File: src/logic/pmic_cfg_pkg.sv
package pmic_cfg_pkg;
	localparam logic [7:0] OFS_BUCK_A_MODE_FREQ = 8'h4D;
	localparam logic [7:0] OFS_BUCK_BC_MODE_FREQ = 8'h4E;
	localparam logic [7:0] OFS_PHASE_COMBINE = 8'h4F;
	localparam logic [7:0] OFS_CURRENT_WARN = 8'h50;
	localparam logic [7:0] OFS_LINEAR_VOLTAGE = 8'h51;
	localparam logic [7:0] OFS_RSVD_FIRST = 8'h52;
	localparam logic [7:0] OFS_RSVD_LAST = 8'h57;
	localparam logic [7:0] OFS_SHUTDOWN_STEP0 = 8'h58;
	localparam logic [7:0] OFS_SHUTDOWN_STEP1 = 8'h59;
	localparam logic [7:0] OFS_SHUTDOWN_STEP2 = 8'h5A;
	// storage slots, in offset order
	localparam int NUM_REGS = 8;
	localparam logic [2:0] SLOT_STEP0 = 3'h5;
	localparam logic [1:0] LAST_STEP = 2'h2;
	// field positions (low bit of each field)
	localparam int POS_A_MODE = 6;
	localparam int POS_A_FREQ = 4;
	localparam int POS_B_MODE = 6;
	localparam int POS_B_FREQ = 4;
	localparam int POS_C_MODE = 2;
	localparam int POS_C_FREQ = 0;
	localparam int POS_PHASE = 0;
	localparam int POS_A_WARN = 6;
	localparam int POS_B_WARN = 2;
	localparam int POS_C_WARN = 0;
	localparam int POS_LIN_HIGH = 6;
	localparam int POS_LIN_LOW = 1;
	localparam int POS_EXEC = 7;
	localparam int POS_OFF_A = 6;
	localparam int POS_OFF_B = 4;
	localparam int POS_OFF_C = 3;
	localparam int POS_IDLE = 0;
	// writable bits and reset values per slot, slot 7 leftmost
	localparam logic [NUM_REGS-1:0][7:0] REG_WMASK = {8'hDF, 8'hDF,
		8'hDF, 8'hC6, 8'hCF, 8'h01, 8'hFF, 8'hF0};
	localparam logic [NUM_REGS-1:0][7:0] REG_RESET = {8'h00, 8'hD9,
		8'hD1, 8'h42, 8'hCF, 8'h00, 8'h88, 8'h80};
	// millisecond tick timing
	localparam int MS_TIME_NS = 1000000;
	localparam int CLK_PERIOD_NS = 10;
	localparam int MS_CYCLES_DEFAULT = MS_TIME_NS / CLK_PERIOD_NS;
endpackage

File: src/logic/regulator_mode_and_poweroff_config.sv
`timescale 1ns/1ps
module regulator_mode_and_poweroff_config import pmic_cfg_pkg::*; #(
	parameter logic DUAL_PHASE_DEFAULT = 1'b0,
	parameter int MS_CYCLES = MS_CYCLES_DEFAULT
) (
	input wire logic clk_sys,
	input wire logic sys_rst,
	input wire logic [7:0] reg_addr,
	input wire logic [7:0] reg_wdata,
	input wire logic reg_wr,
	input wire logic reg_rd,
	output logic [7:0] reg_rdata,
	input wire logic shutdown_req,
	input wire logic rails_restore,
	output logic [1:0] buck_a_conduction_mode,
	output logic [1:0] buck_a_frequency,
	output logic [1:0] buck_b_conduction_mode,
	output logic [1:0] buck_b_frequency,
	output logic [1:0] buck_c_conduction_mode,
	output logic [1:0] buck_c_frequency,
	output logic phase_combine,
	output logic [1:0] buck_a_warn_threshold,
	output logic [1:0] buck_b_warn_threshold,
	output logic [1:0] buck_c_warn_threshold,
	output logic [1:0] linear_high_voltage_select,
	output logic [1:0] linear_low_voltage_select,
	output logic buck_a_off,
	output logic buck_b_off,
	output logic buck_c_off,
	output logic shutdown_busy,
	output logic shutdown_done,
	output logic [1:0] shutdown_step
);

	localparam int PW = $clog2(MS_CYCLES + 1);
	localparam logic [PW-1:0] TICK_LAST = PW'(MS_CYCLES - 1);

	typedef enum logic [3:0] {
		ST_IDLE = 4'b0001,
		ST_APPLY = 4'b0010,
		ST_WAIT = 4'b0100,
		ST_DONE = 4'b1000
	} seq_state_e;

	typedef struct packed {
		logic [NUM_REGS-1:0][7:0] regs;
		logic [7:0] rdata;
		seq_state_e state;
		logic [1:0] step;
		logic [2:0] idle_left;
		logic [PW-1:0] tick_cnt;
		logic [2:0] off;
	} state_s;

	state_s st_r;
	state_s st_nxt;

	// address decode shared by write and read paths
	function automatic logic [3:0] reg_slot(input logic [7:0] a);
		logic [3:0] s;
		s = 4'h0;
		case (a)
			OFS_BUCK_A_MODE_FREQ: s = 4'h8;
			OFS_BUCK_BC_MODE_FREQ: s = 4'h9;
			OFS_PHASE_COMBINE: s = 4'hA;
			OFS_CURRENT_WARN: s = 4'hB;
			OFS_LINEAR_VOLTAGE: s = 4'hC;
			OFS_SHUTDOWN_STEP0: s = 4'hD;
			OFS_SHUTDOWN_STEP1: s = 4'hE;
			OFS_SHUTDOWN_STEP2: s = 4'hF;
			default: s = 4'h0;
		endcase
		return s;
	endfunction

	logic [3:0] wr_slot;
	logic [3:0] rd_slot;
	logic [7:0] step_cfg;
	logic [2:0] step_off;

	assign wr_slot = reg_slot(reg_addr);
	assign rd_slot = reg_slot(reg_addr);
	// configuration byte of the step being worked on
	assign step_cfg = st_r.regs[SLOT_STEP0 + 3'(st_r.step)];
	assign step_off = {step_cfg[POS_OFF_C], step_cfg[POS_OFF_B],
		step_cfg[POS_OFF_A]};

	// next state: register writes, read data and the shutdown sequencer
	always_comb begin
		st_nxt = st_r;
		// reserved bits are masked so they always read zero
		if (reg_wr && wr_slot[3]) begin
			st_nxt.regs[wr_slot[2:0]] = reg_wdata & REG_WMASK[wr_slot[2:0]];
		end
		// unmapped and reserved bytes answer zero
		if (reg_rd) begin
			st_nxt.rdata = rd_slot[3] ? st_r.regs[rd_slot[2:0]] : 8'h00;
		end
		case (st_r.state)
			ST_IDLE: begin
				if (shutdown_req) begin
					st_nxt.state = ST_APPLY;
					st_nxt.step = 2'h0;
				end else if (rails_restore) begin
					st_nxt.off = 3'h0;
				end
			end
			ST_APPLY: begin
				if (step_cfg[POS_EXEC]) begin
					st_nxt.off = st_r.off | step_off;
					st_nxt.idle_left = step_cfg[POS_IDLE+:3];
					st_nxt.tick_cnt = '0;
					st_nxt.state = ST_WAIT;
				end else if (st_r.step == LAST_STEP) begin
					st_nxt.state = ST_DONE;
				end else begin
					st_nxt.step = st_r.step + 2'h1;
				end
			end
			ST_WAIT: begin
				// zero left means the idle has elapsed, so move on now
				if (st_r.idle_left == 3'h0) begin
					if (st_r.step == LAST_STEP) begin
						st_nxt.state = ST_DONE;
					end else begin
						st_nxt.step = st_r.step + 2'h1;
						st_nxt.state = ST_APPLY;
					end
				end else if (st_r.tick_cnt == TICK_LAST) begin
					st_nxt.tick_cnt = '0;
					st_nxt.idle_left = st_r.idle_left - 3'h1;
				end else begin
					st_nxt.tick_cnt = st_r.tick_cnt + PW'(1);
				end
			end
			ST_DONE: begin
				// rails stay off until software brings them back
				if (rails_restore) begin
					st_nxt.off = 3'h0;
					st_nxt.state = ST_IDLE;
				end
			end
			default: st_nxt.state = ST_IDLE;
		endcase
	end

	// one register for all state; variant strap is a build constant
	always_ff @(posedge clk_sys or posedge sys_rst) begin
		if (sys_rst) begin
			st_r <= '0;
			// the variant strap lands on the low bit of the phase byte
			st_r.regs <= REG_RESET | ({{(8*NUM_REGS-1){1'b0}},
				DUAL_PHASE_DEFAULT} << (16 + POS_PHASE));
			st_r.state <= ST_IDLE;
		end else begin
			st_r <= st_nxt;
		end
	end

	// field outputs straight from the register bytes
	assign buck_a_conduction_mode = st_r.regs[0][POS_A_MODE+:2];
	assign buck_a_frequency = st_r.regs[0][POS_A_FREQ+:2];
	assign buck_b_conduction_mode = st_r.regs[1][POS_B_MODE+:2];
	assign buck_b_frequency = st_r.regs[1][POS_B_FREQ+:2];
	assign buck_c_conduction_mode = st_r.regs[1][POS_C_MODE+:2];
	assign buck_c_frequency = st_r.regs[1][POS_C_FREQ+:2];
	assign phase_combine = st_r.regs[2][POS_PHASE];
	assign buck_a_warn_threshold = st_r.regs[3][POS_A_WARN+:2];
	assign buck_b_warn_threshold = st_r.regs[3][POS_B_WARN+:2];
	assign buck_c_warn_threshold = st_r.regs[3][POS_C_WARN+:2];
	assign linear_high_voltage_select = st_r.regs[4][POS_LIN_HIGH+:2];
	assign linear_low_voltage_select = st_r.regs[4][POS_LIN_LOW+:2];

	// read data and sequencer status
	assign reg_rdata = st_r.rdata;
	assign buck_a_off = st_r.off[0];
	assign buck_b_off = st_r.off[1];
	assign buck_c_off = st_r.off[2];
	assign shutdown_busy = (st_r.state == ST_APPLY) ||
		(st_r.state == ST_WAIT);
	assign shutdown_done = (st_r.state == ST_DONE);
	assign shutdown_step = st_r.step;

	// cycles spent waiting in the current step
	logic [31:0] wait_cycles;
	always_ff @(posedge clk_sys or posedge sys_rst) begin
		if (sys_rst) begin
			wait_cycles <= 32'h0;
		end else if (st_r.state == ST_WAIT) begin
			wait_cycles <= wait_cycles + 32'h1;
		end else begin
			wait_cycles <= 32'h0;
		end
	end
endmodule // regulator_mode_and_poweroff_config
File: config.mk
export PLATFORM = sky130hd
export DESIGN_NAME = regulator_mode_and_poweroff_config
export DESIGN_NICKNAME = d
export VERILOG_FILES = /design/src/logic/pmic_cfg_pkg.sv /design/src/logic/regulator_mode_and_poweroff_config.sv
export SDC_FILE = /design/constraint.sdc
export NUM_CORES = 1
export LEC_CHECK = 0
export ABC_AREA = 1
export BUFFER_PORTS_ARGS = -buffer_cell sky130_fd_sc_hd__buf_2
export CELL_PAD_IN_SITES_DETAIL_PLACEMENT = 1
export CELL_PAD_IN_SITES_GLOBAL_PLACEMENT = 2
export CORE_MARGIN = 2
export CORE_UTILIZATION = 38
export CTS_BUF_LIST = sky130_fd_sc_hd__clkbuf_8
export CTS_CLUSTER_SIZE = 16
export DETAILED_ROUTE_END_ITERATION = 8
export HOLD_SLACK_MARGIN = 0.1
export PLACE_DENSITY_LB_ADDON = 0.1
export SYNTH_ARGS = -nofsm -noshare
export SYNTH_HDL_FRONTEND = slang
export SYNTH_SLANG_ARGS = --single-unit
File: constraint.sdc
create_clock -name clk_sys -period 6 [get_ports clk_sys]
set_input_delay 0.6 -clock clk_sys [delete_from_list [all_inputs] [get_ports clk_sys]]
set_output_delay 0.6 -clock clk_sys [all_outputs]
set_load 0.01 [all_outputs]
==> results of run 1 <==
## power breakdown
part	switching [mW]	internal, mW
clock	0.269	0.149
sequential	0.0335	0.732
combinational	0.375	0.169
## cell usage after synthesis, drive strengths merged (7+ instances only)
library cell	count	area share, %
dfstp	21	9.1
nor3	7	0.58
nand2	247	16
nand4	36	3.7
inv	73	4.6
nor2	70	5.5
clkbuf	10	0.62
buf	55	6.1
dfrtp	80	33
o21ai	94	7.8
a21oi	10	0.83
nand3	83	8.0
## worst paths after layout
check | startpoint | end | slack [ns]
max | shutdown_step[0] | st_r[22] | 1.68
min | sys_rst | buck_b_off | 0.27
min in group clk_sys | reg_wdata[5] | buck_a_frequency[1] | 0.42
min reg2reg | st_r[74] | st_r[74] | 0.48
max reg2reg | shutdown_step[0] | st_r[22] | 1.68
max in group asynchronous | sys_rst | st_r[80] | 4.60
## worst register-to-register path: stages, from the launching register on
cell	delay, ns
dfrtp_1	0.34
buf_4	0.29
inv_1	0.47
ha_1	0.88
inv_1	0.37
nor2_1	0.18
o21ai_0	0.09
nand2_1	0.10
nand2_1	0.07
nand2_1	0.07
nand2_1	0.07
nand2_1	0.72
nand2_1	0.35
nand2_1	0.14
o21ai_0	0.09
## logic make-up (layout without fill, tap and decap cells)
group / count (synthesis) / after routing / share of synthesized area (%)
buffers and inverters: 139 / 151 / 11.4
AND/OR/NAND/NOR: 449 / 449 / 34.4
XOR/XNOR: 6 / 6 / 0.869
adder cells (fa/ha/maj): 5 / 5 / 1.03
flip-flops: 101 / 101 / 42.2
AO/OA/AOI/OAI: 117 / 117 / 10.2
## per-layer routing
layer  global-route usage, %  up-vias
met5                       0        -
li1                        -     2663
met2                    43.6       93
met1                    29.7     2662
met3                    4.02       19
met4                    7.59        0
## cell type report
class	count	area (sq um)	share of cell area, %
clock inverter	7	41.3	0.646
clock buffer	9	124	1.94
timing repair buffer	61	310	4.86
sequential	101	2550	40.0
inverter	74	283	4.43
tap	216	270	4.23
multi-input combinational	577	2810	43.9
## stage by stage
stage / util, % / worst slack (ns)
6_report: 40.7 / 1.68
5_1_grt: 40.7 / 1.08
4_1_cts: 40.7 / 1.68
3_5_place_dp: 39.6 / 1.66
3_3_place_gp: 39.6 / 1.97
2_1_floorplan: - / 2.79
==> flow_metrics.tcl, run 1 <==
set metrics [dict create \
    largest_register "st_r" \
    cts_tree "built" \
    layout_common_cells "nand2_1 (241), dfrtp_1 (80), nand3_1 (74), inv_1 (66), nor2_1 (62)" \
    total_leakage_power_nw 3.09 \
    achievable-frequency_mhz 231 \
    clock_sinks 101 \
    cpMaxStageDelayCell "ha_1" \
    core_area_sq_mm 0.0157 \
    synth-async-reset-ratio_pct 100 \
    final.fill_count 2021 \
    antenna_found_initial 0 \
    vdd.ir_drop.worst_mv 0.126 \
    final_nets 851 \
    first_iter_violations 306 \
    post-dp-hpwl_microns 14000 \
    die_x_microns 130 \
    dieArea_sq_mm 0.0169 \
    dp_cells 1029 \
    number_of_different_library_cells_in_the_post_synthesis_netlist 39 \
    drv_cap 0 \
    critPathBufInv 3 \
    final-max-slew-violation-count 0 \
    detailroute.via_count 5437 \
    worst_margin_pin_slew_ns 0.976 \
    clock_pin_slew_worst_setup_and_hold_paths_ns 0.10 \
    grt_start_max_net_pins 53 \
    worst-endpoint-arrival_ns 4.61 \
    skew_ns 0.00455 \
    dr_wl_met2_microns 9980 \
    num_antenna_cells 0 \
    wl_met3_microns 758 \
    postCtsHoldBufs 0 \
    finalWeightedCongestion 0.879 \
    setup_total_negative_slack_ns 0 \
    fin_area_sq_mm 0.00639 \
    critical_path_cell_count 14 \
    critical_path_class "reg2reg" \
    rows 46 \
    cts_setup_buffers 0 \
    area.growth.synth_to_final_pct 5.65 \
    port-buffer-count 59 \
    synth.cell_area_sq_mm 0.00605 \
    total_power_mw 1.73 \
    cts.repair.resized 0 \
    power_density_mw_per_mm2 270 \
    critical_path_required_ns 6.29 \
    r2r.worst_path.cells 14 \
    grt.overflow.total 0 \
    first_global_vias 5646 \
    cp_cell_sequence "buf_4, inv_1, ha_1, inv_1, nor2_1, o21ai_0, nand2_1, nand2_1, nand2_1, nand2_1, nand2_1, nand2_1, nand2_1, o21ai_0" \
    timing.final.hold_violations 0 \
    synthCells 817 \
    min-delay-path-class "in2async" \
    detail_route.wl_per_cell_microns 18.5 \
    end_kind "flop" \
    drive_gt1_share_pct 15.9 \
    period_share_pct 72.1 \
    timing.critical_path.slowest_cell_delay_ns 0.86 \
    clock_tree.buffer_depth 2 \
    htree_num_levels 3 \
    crit_family "simple AND/OR/NAND/NOR gates" \
    clock-root-buffer "clkbuf_8" \
    latest_clock_arrival_within_the_worst_skew_pair_ns 0.40 \
    top_fanout_value_on_the_critical_path 32 \
    detailedRoute.firstPassIterationCount 4 \
    final_common_cell "nand2_1" \
    grt_util_all_layers_pct 24.2 \
    initial_utilization_pct 38.5 \
    drt-vias-per-instance 5.20 \
    maxSlewHeadroom_pct 34.8 \
    setup_repair_after_global_routing_missed_its_margin "false" \
    number_of_top_level_pins 60 \
    status "finished, final reports clean" \
    yosys_warnings 0 \
    grt_pass1_wl_microns 31200 \
    period_needed_ns 4.32 \
    fin_worst_hold_slack_ns 0.268 \
    critPathMostFrequentCell "nand2_1" \
    route.detailed.drc 0 \
    largest_register_ffs 65 \
    finalWirelength_microns 19400 \
    placed_cell_area_sq_mm 0.00622 \
    report.final.setup_viol 0 \
    synth_enable_flop_cells 0 \
    worstSetupStartpointType "flop" \
    ys_dominant_reg_cell "dfrtp_1" \
    dr.max_layer_used "met4" \
    syn_area_per_cell_sq_um 7.40 \
    cts_made_buffers 9 \
    final_cell_count_no_fill 1045 \
    met1_wire_length_microns 8200 \
    ys_seq_area_share_pct 42.2 \
    die_height_microns 130 \
    synth.net_count 844 \
    antenna_violating_nets_post_route 0 \
    synth_seq_cells 101 \
]
Note: power is estimated with default switching activity, not from simulation.
==> run 2: changes to the inputs <==
--- a/config.mk
+++ b/config.mk
@@ -5,12 +5,12 @@
 export SDC_FILE = /design/constraint.sdc
 export NUM_CORES = 1
 export LEC_CHECK = 0
-export ABC_AREA = 1
+export ABC_AREA = 0
 export BUFFER_PORTS_ARGS = -buffer_cell sky130_fd_sc_hd__buf_2
 export CELL_PAD_IN_SITES_DETAIL_PLACEMENT = 1
 export CELL_PAD_IN_SITES_GLOBAL_PLACEMENT = 2
 export CORE_MARGIN = 2
-export CORE_UTILIZATION = 38
+export CORE_UTILIZATION = 36
 export CTS_BUF_LIST = sky130_fd_sc_hd__clkbuf_8
 export CTS_CLUSTER_SIZE = 16
 export DETAILED_ROUTE_END_ITERATION = 8
==> constraint.sdc (replaced) <==
create_clock -name clk_sys -period 3.51 [get_ports clk_sys]
set_input_delay 0.351 -clock clk_sys [delete_from_list [all_inputs] [get_ports clk_sys]]
set_output_delay 0.351 -clock clk_sys [all_outputs]
set_load 0.01 [all_outputs]
==> run 2 against run 1 <==
- utilization decreased by 1.3 points
- highest routed layer unchanged
- largest power group unchanged
- power increased by 75%
- first-iteration DRC count up 1.6%
- flip-flop and latch count stayed put
- die area increased by 5.6%
==> flow_metrics.tcl, run 2 <==
set metrics [dict create \
    status "finished, final reports clean" \
    number_of_top_level_pins 60 \
    final-max-slew-violation-count 0 \
    synth_area_leaders "dfrtp_1 (33%), dfstp_2 (9.1%), mux2_2 (7.4%), mux4_2 (5.2%), buf_4 (4.0%)" \
    drive_gt1_share_pct 30.4 \
    clock-root-buffer "clkbuf_8" \
    ys_dominant_reg_cell "dfrtp_1" \
    antenna_violating_nets_post_route 0 \
    period_needed_ns 2.47 \
    detail_route.wl_per_cell_microns 22.7 \
    min-delay-path-class "in2reg" \
    final_common_cell "dfrtp_1" \
    largest_register_ffs 65 \
    worstSetupStartpointType "flop" \
    dieArea_sq_mm 0.0179 \
    antenna_found_initial 0 \
    period_share_pct 70.2 \
    timing.rr.end "st_r[17]" \
    first_global_vias 4857 \
    end_kind "flop" \
    grt_start_max_net_pins 42 \
    r2r.worst_path.cells 8 \
    critical_path_required_ns 3.80 \
    first_iter_violations 311 \
    vdd.ir_drop.worst_mv 0.181 \
    maxSlewHeadroom_pct 34.7 \
    syn_area_per_cell_sq_um 10.4 \
    worst_setup_path_startpoint "shutdown_step[0]" \
    initial_utilization_pct 36.7 \
    worst_margin_pin_slew_ns 0.969 \
    largest_register "st_r" \
    clock_tree.buffer_depth 2 \
    power_density_mw_per_mm2 464 \
    report.final.setup_viol 0 \
    worst-endpoint-arrival_ns 2.76 \
    netlist.top_cell.by_area "dfrtp_1" \
    final_cell_count_no_fill 822 \
    synth_enable_flop_cells 0 \
    num_antenna_cells 0 \
    setup_total_negative_slack_ns 0 \
    placed_cell_area_sq_mm 0.00629 \
    core_area_sq_mm 0.0165 \
    final_core_util_pct 39.4 \
    htree_num_levels 3 \
    synth-async-reset-ratio_pct 100 \
    worst_setup_path_endpoint "st_r[17]" \
    worst-r2r-setup-slack_ns 1.04 \
    rows 47 \
    worst_hold_path.num_cells 2 \
    drv_cap 0 \
    dp_cells 805 \
    critical_path_class "reg2reg" \
    clock_sinks 101 \
    cts_made_buffers 9 \
    final_nets 624 \
    die_x_microns 134 \
    synth.cell_area_sq_mm 0.00606 \
    finalWeightedCongestion 0.877 \
    synth.net_count 608 \
    yosys_warnings 0 \
    synth.top_cells.by_count "dfrtp_1 (80), mux2_2 (40), nand2_1 (40), buf_4 (32), o21ai_0 (32)" \
    final.fill_count 1877 \
    top_fanout_value_on_the_critical_path 16 \
    r2r_start "shutdown_step[0]" \
    port-buffer-count 59 \
    drt-vias-per-instance 5.60 \
    setup_repair_after_global_routing_missed_its_margin "false" \
    fin_area_sq_mm 0.00650 \
    synth_seq_cells 101 \
    clock_pin_slew_worst_setup_and_hold_paths_ns 0.10 \
    finalWirelength_microns 18600 \
    achievable-frequency_mhz 406 \
    grt_pass1_wl_microns 29600 \
    latest_clock_arrival_within_the_worst_skew_pair_ns 0.41 \
    postCtsHoldBufs 1 \
    cts.repair.resized 0 \
    post-dp-hpwl_microns 13700 \
    ys_seq_area_share_pct 42.1 \
    grt.overflow.total 0 \
    die_height_microns 134 \
    cts_setup_buffers 0 \
    grt_util_all_layers_pct 21.8 \
    synthCells 581 \
    skew_ns 0.0218 \
    total_leakage_power_nw 2.86 \
    cts_tree "built" \
    yosys.area.top_type_share_pct 33.0 \
    total_power_mw 3.02 \
    detailroute.via_count 4602 \
    timing.final.hold_violations 0 \
    number_of_different_library_cells_in_the_post_synthesis_netlist 78 \
    layout_common_cells "dfrtp_1 (80), buf_2 (59), nand2_1 (40), mux2_2 (40), o21ai_0 (32)" \
    yosysMostFrequentCell "dfrtp_1" \
    area.growth.synth_to_final_pct 7.26 \
    detailedRoute.firstPassIterationCount 4 \
    route.detailed.drc 0 \
]
run 2: power by group:
part	switching, mW	internal (mW)	leakage [nW]
registers	0.0998	1.25	1.33
clock network	0.445	0.348	0.104
logic	0.523	0.350	1.43
total	1.07	1.95	2.86
run 2: how the worst min path moves through the flow:
stage | start | to | slack [ns]
floorplan | st_r[58] | st_r[58] | 0.45
global placement | sys_rst | st_r[28] | 0.45
finish | reg_wdata[5] | buck_a_frequency[1] | 0.21
global route | reg_wdata[5] | buck_b_frequency[1] | 0.21
detailed placement | sys_rst | st_r[28] | 0.45
CTS | reg_wdata[5] | buck_a_frequency[1] | 0.19
run 2: layout make-up:
cell class,count,area (sq um),area share [%]
multi-input cells,395,3030,46.5
flip-flops and latches,101,2550,39.3
repair buffers,67,358,5.50
well taps,220,275,4.23
clock buffers,10,138,2.12
inverters,23,88.8,1.37
clock inverters,6,63.8,0.981
run 2: routing by layer:
metal / up-vias / GRT usage (%) / part of all wire [%] / routed length [microns]
met5: - / 0 / 0 / 0
met2: 87 / 36.4 / 49 / 9220
met4: 0 / 6.62 / 2.6 / 478
met1: 2361 / 29.0 / 45 / 8460
li1: 2132 / - / - / -
met3: 22 / 3.97 / 2.6 / 486
run 2: kinds of logic (layout without fill, tap and decap cells):
group	Yosys count	count (layout)	share of synthesized area, %
XOR/XNOR	2	2	0.289
multiplexers	67	67	15.0
AO/OA/AOI/OAI	133	133	15.2
adder cells (fa/ha/maj)	5	5	1.03
flip-flops	101	101	42.1
AND/OR/NAND/NOR	188	188	18.4
buffers and inverters	85	106	7.97
run 2: through the flow:
stage	worst slack (ns)	hold WS, ns
final	1.04	0.206
after global routing	0.867	0.208
after floorplan	0.547	0.454
after global placement	0.707	0.446
after detailed placement	0.697	0.452
after CTS	1.00	0.191
run 2: worst max-delay path, cell delays in order (launching register included):
cell,delay [ns]
dfrtp_1,0.42
inv_1,0.07
ha_1,0.35
mux4_2,0.55
mux2i_4,0.21
a21o_4,0.26
inv_2,0.16
nand4b_1,0.13
a21bo_1,0.20
==> run 3: changes to the inputs <==
--- a/config.mk
+++ b/config.mk
@@ -10,7 +10,7 @@
 export CELL_PAD_IN_SITES_DETAIL_PLACEMENT = 1
 export CELL_PAD_IN_SITES_GLOBAL_PLACEMENT = 2
 export CORE_MARGIN = 2
-export CORE_UTILIZATION = 36
+export CORE_UTILIZATION = 40
 export CTS_BUF_LIST = sky130_fd_sc_hd__clkbuf_8
 export CTS_CLUSTER_SIZE = 16
 export DETAILED_ROUTE_END_ITERATION = 8
==> constraint.sdc (replaced) <==
create_clock -name clk_sys -period 2.4 [get_ports clk_sys]
set_input_delay 0.24 -clock clk_sys [delete_from_list [all_inputs] [get_ports clk_sys]]
set_output_delay 0.24 -clock clk_sys [all_outputs]
set_load 0.01 [all_outputs]
==> run 3 against run 2 <==
- final cell count fell by 0.12%
- flip-flop and latch count unchanged
- worst setup slack lost 0.92 ns
- critical path depth is the same
- hold slack got worse by 0.057 ns
- largest power group unchanged
- via count is 3.7% higher
- utilization is 5.5 points higher
- global-route usage grew 2.4 points
- non-clock buffer count rose by 31
- critical path type unchanged
- clock power increased by 37%
- critical endpoint unchanged
- register-to-register slack lost 0.92 ns
==> flow_metrics.tcl, run 3 (synthesis gave the netlist of run 2 again) <==
set metrics [dict create \
    finalWirelength_microns 18700 \
    top_fanout_value_on_the_critical_path 15 \
    timing.final.hold_violations 0 \
    fin_worst_hold_slack_ns 0.148 \
    r2r.worst_path.cells 8 \
    area.growth.synth_to_final_pct 11.3 \
    port-buffer-count 59 \
    htree_num_levels 3 \
    end_kind "flop" \
    route.detailed.drc 0 \
    drive_gt1_share_pct 34.0 \
    power_density_mw_per_mm2 659 \
    drt-vias-per-instance 5.81 \
    worst_hold_path.num_cells 3 \
    core_area_sq_mm 0.0150 \
    grt_start_max_net_pins 41 \
    number_of_top_level_pins 60 \
    setup_repair_after_global_routing_missed_its_margin "false" \
    worst_margin_pin_slew_ns 0.893 \
    final_cell_count_no_fill 821 \
    final_nets 655 \
    grt_util_all_layers_pct 24.2 \
    die_height_microns 127 \
    cts_setup_buffers 0 \
    cts.repair.resized 0 \
    antenna_violating_nets_post_route 0 \
    setup_total_negative_slack_ns 0 \
    critical_path_class "reg2reg" \
    total_leakage_power_nw 3.01 \
    cts_tree "built" \
    period_share_pct 94.8 \
    clock_sinks 101 \
    critical_path_required_ns 2.68 \
    grt_pass1_wl_microns 29900 \
    die_x_microns 127 \
    first_iter_violations 290 \
    detailroute.via_count 4770 \
    latest_clock_arrival_within_the_worst_skew_pair_ns 0.39 \
    clock_tree.buffer_depth 2 \
    clock-root-buffer "clkbuf_8" \
    final.fill_count 1720 \
    grt.overflow.total 0 \
    layout_common_cells "dfrtp_1 (80), buf_2 (59), nand2_1 (40), mux2_2 (40), buf_4 (33)" \
    initial_utilization_pct 40.3 \
    rows 45 \
    final_core_util_pct 44.9 \
    first_global_vias 5114 \
    min-delay-path-class "in2reg" \
    dieArea_sq_mm 0.0162 \
    finalWeightedCongestion 0.855 \
    worstSetupStartpointType "flop" \
    clock_pin_slew_worst_setup_and_hold_paths_ns 0.12 \
    dp_worst_setup_slack_ns 0.157 \
    maxSlewHeadroom_pct 40.0 \
    worst-endpoint-arrival_ns 2.55 \
    post-dp-hpwl_microns 14000 \
    antenna_found_initial 0 \
    skew_ns 0.0112 \
    vdd.ir_drop.worst_mv 0.253 \
    cts_made_buffers 9 \
    largest_register_ffs 65 \
    largest_register "st_r" \
    period_needed_ns 2.28 \
    status "finished, final reports clean" \
    achievable-frequency_mhz 439 \
    final-max-slew-violation-count 0 \
    drv_cap 0 \
    final_common_cell "dfrtp_1" \
    detail_route.wl_per_cell_microns 22.8 \
    dp_cells 803 \
    num_antenna_cells 0 \
    detailedRoute.firstPassIterationCount 4 \
    layout_setup_ws_ns 0.124 \
    report.final.setup_viol 0 \
]
## run 3: cell type report
class | count | area (sq um) | area share (%)
Clock buffer | 9 | 124 | 1.84
Timing Repair Buffer | 98 | 643 | 9.53
Clock inverter | 7 | 58.8 | 0.871
Sequential cell | 101 | 2550 | 37.8
Multi-Input combinational cell | 395 | 3040 | 45.0
Tap cell | 188 | 235 | 3.49
Inverter | 23 | 95.1 | 1.41
## run 3: layer usage
| layer | vias up | global-route usage (%) | share of wire [%] |
|---|---|---|---|
| li1 | 2205 | - | - |
| met1 | 2451 | 33.3 | 46 |
| met2 | 85 | 39.6 | 49 |
| met3 | 29 | 2.60 | 2.7 |
| met4 | 0 | 9.37 | 2.9 |
| met5 | - | 0 | 0 |
## run 3: power by group
group | internal [mW] | switching, mW | leakage, nW
Combinational | 0.590 | 0.790 | 1.59
Sequential | 1.83 | 0.147 | 1.33
Clock | 0.399 | 0.688 | 0.0983
Total | 2.82 | 1.63 | 3.01
## run 3: critical path, stage by stage (launching register included)
cell	delay (ns)
dfrtp_1	0.45
inv_4	0.05
ha_4	0.29
mux4_2	0.52
mux2i_4	0.22
a21o_4	0.22
inv_4	0.10
nand4b_1	0.11
a21bo_1	0.22
## run 3: metrics by stage
step                      total power, mW  cell area [sq um]
after global placement               3.37               6550
after floorplan                      3.05               6110
after CTS                            4.51               6750
after detailed placement             3.41               6550
after global routing                 4.72               6750
final                                4.45               6750
## run 3: worst paths after layout
| kind | start | end | slack, ns |
|---|---|---|---|
| worst max-delay path | shutdown_step[0] | st_r[17] | 0.12 |
| min in group asynchronous | sys_rst | shutdown_step[1] | 0.52 |
| worst min-delay path | reg_wdata[4] | buck_a_frequency[0] | 0.15 |
| worst min register to register | buck_c_off | buck_c_off | 0.50 |
| worst max register to register | shutdown_step[0] | st_r[17] | 0.12 |
| max in group asynchronous | sys_rst | st_r[89] | 1.15 |
## run 3: repair_timing
item / in CTS / in global routing
endpoints found under the hold margin: 30 / 0
hold buffers: 2 / 0
setup endpoints to repair: 0 / 0
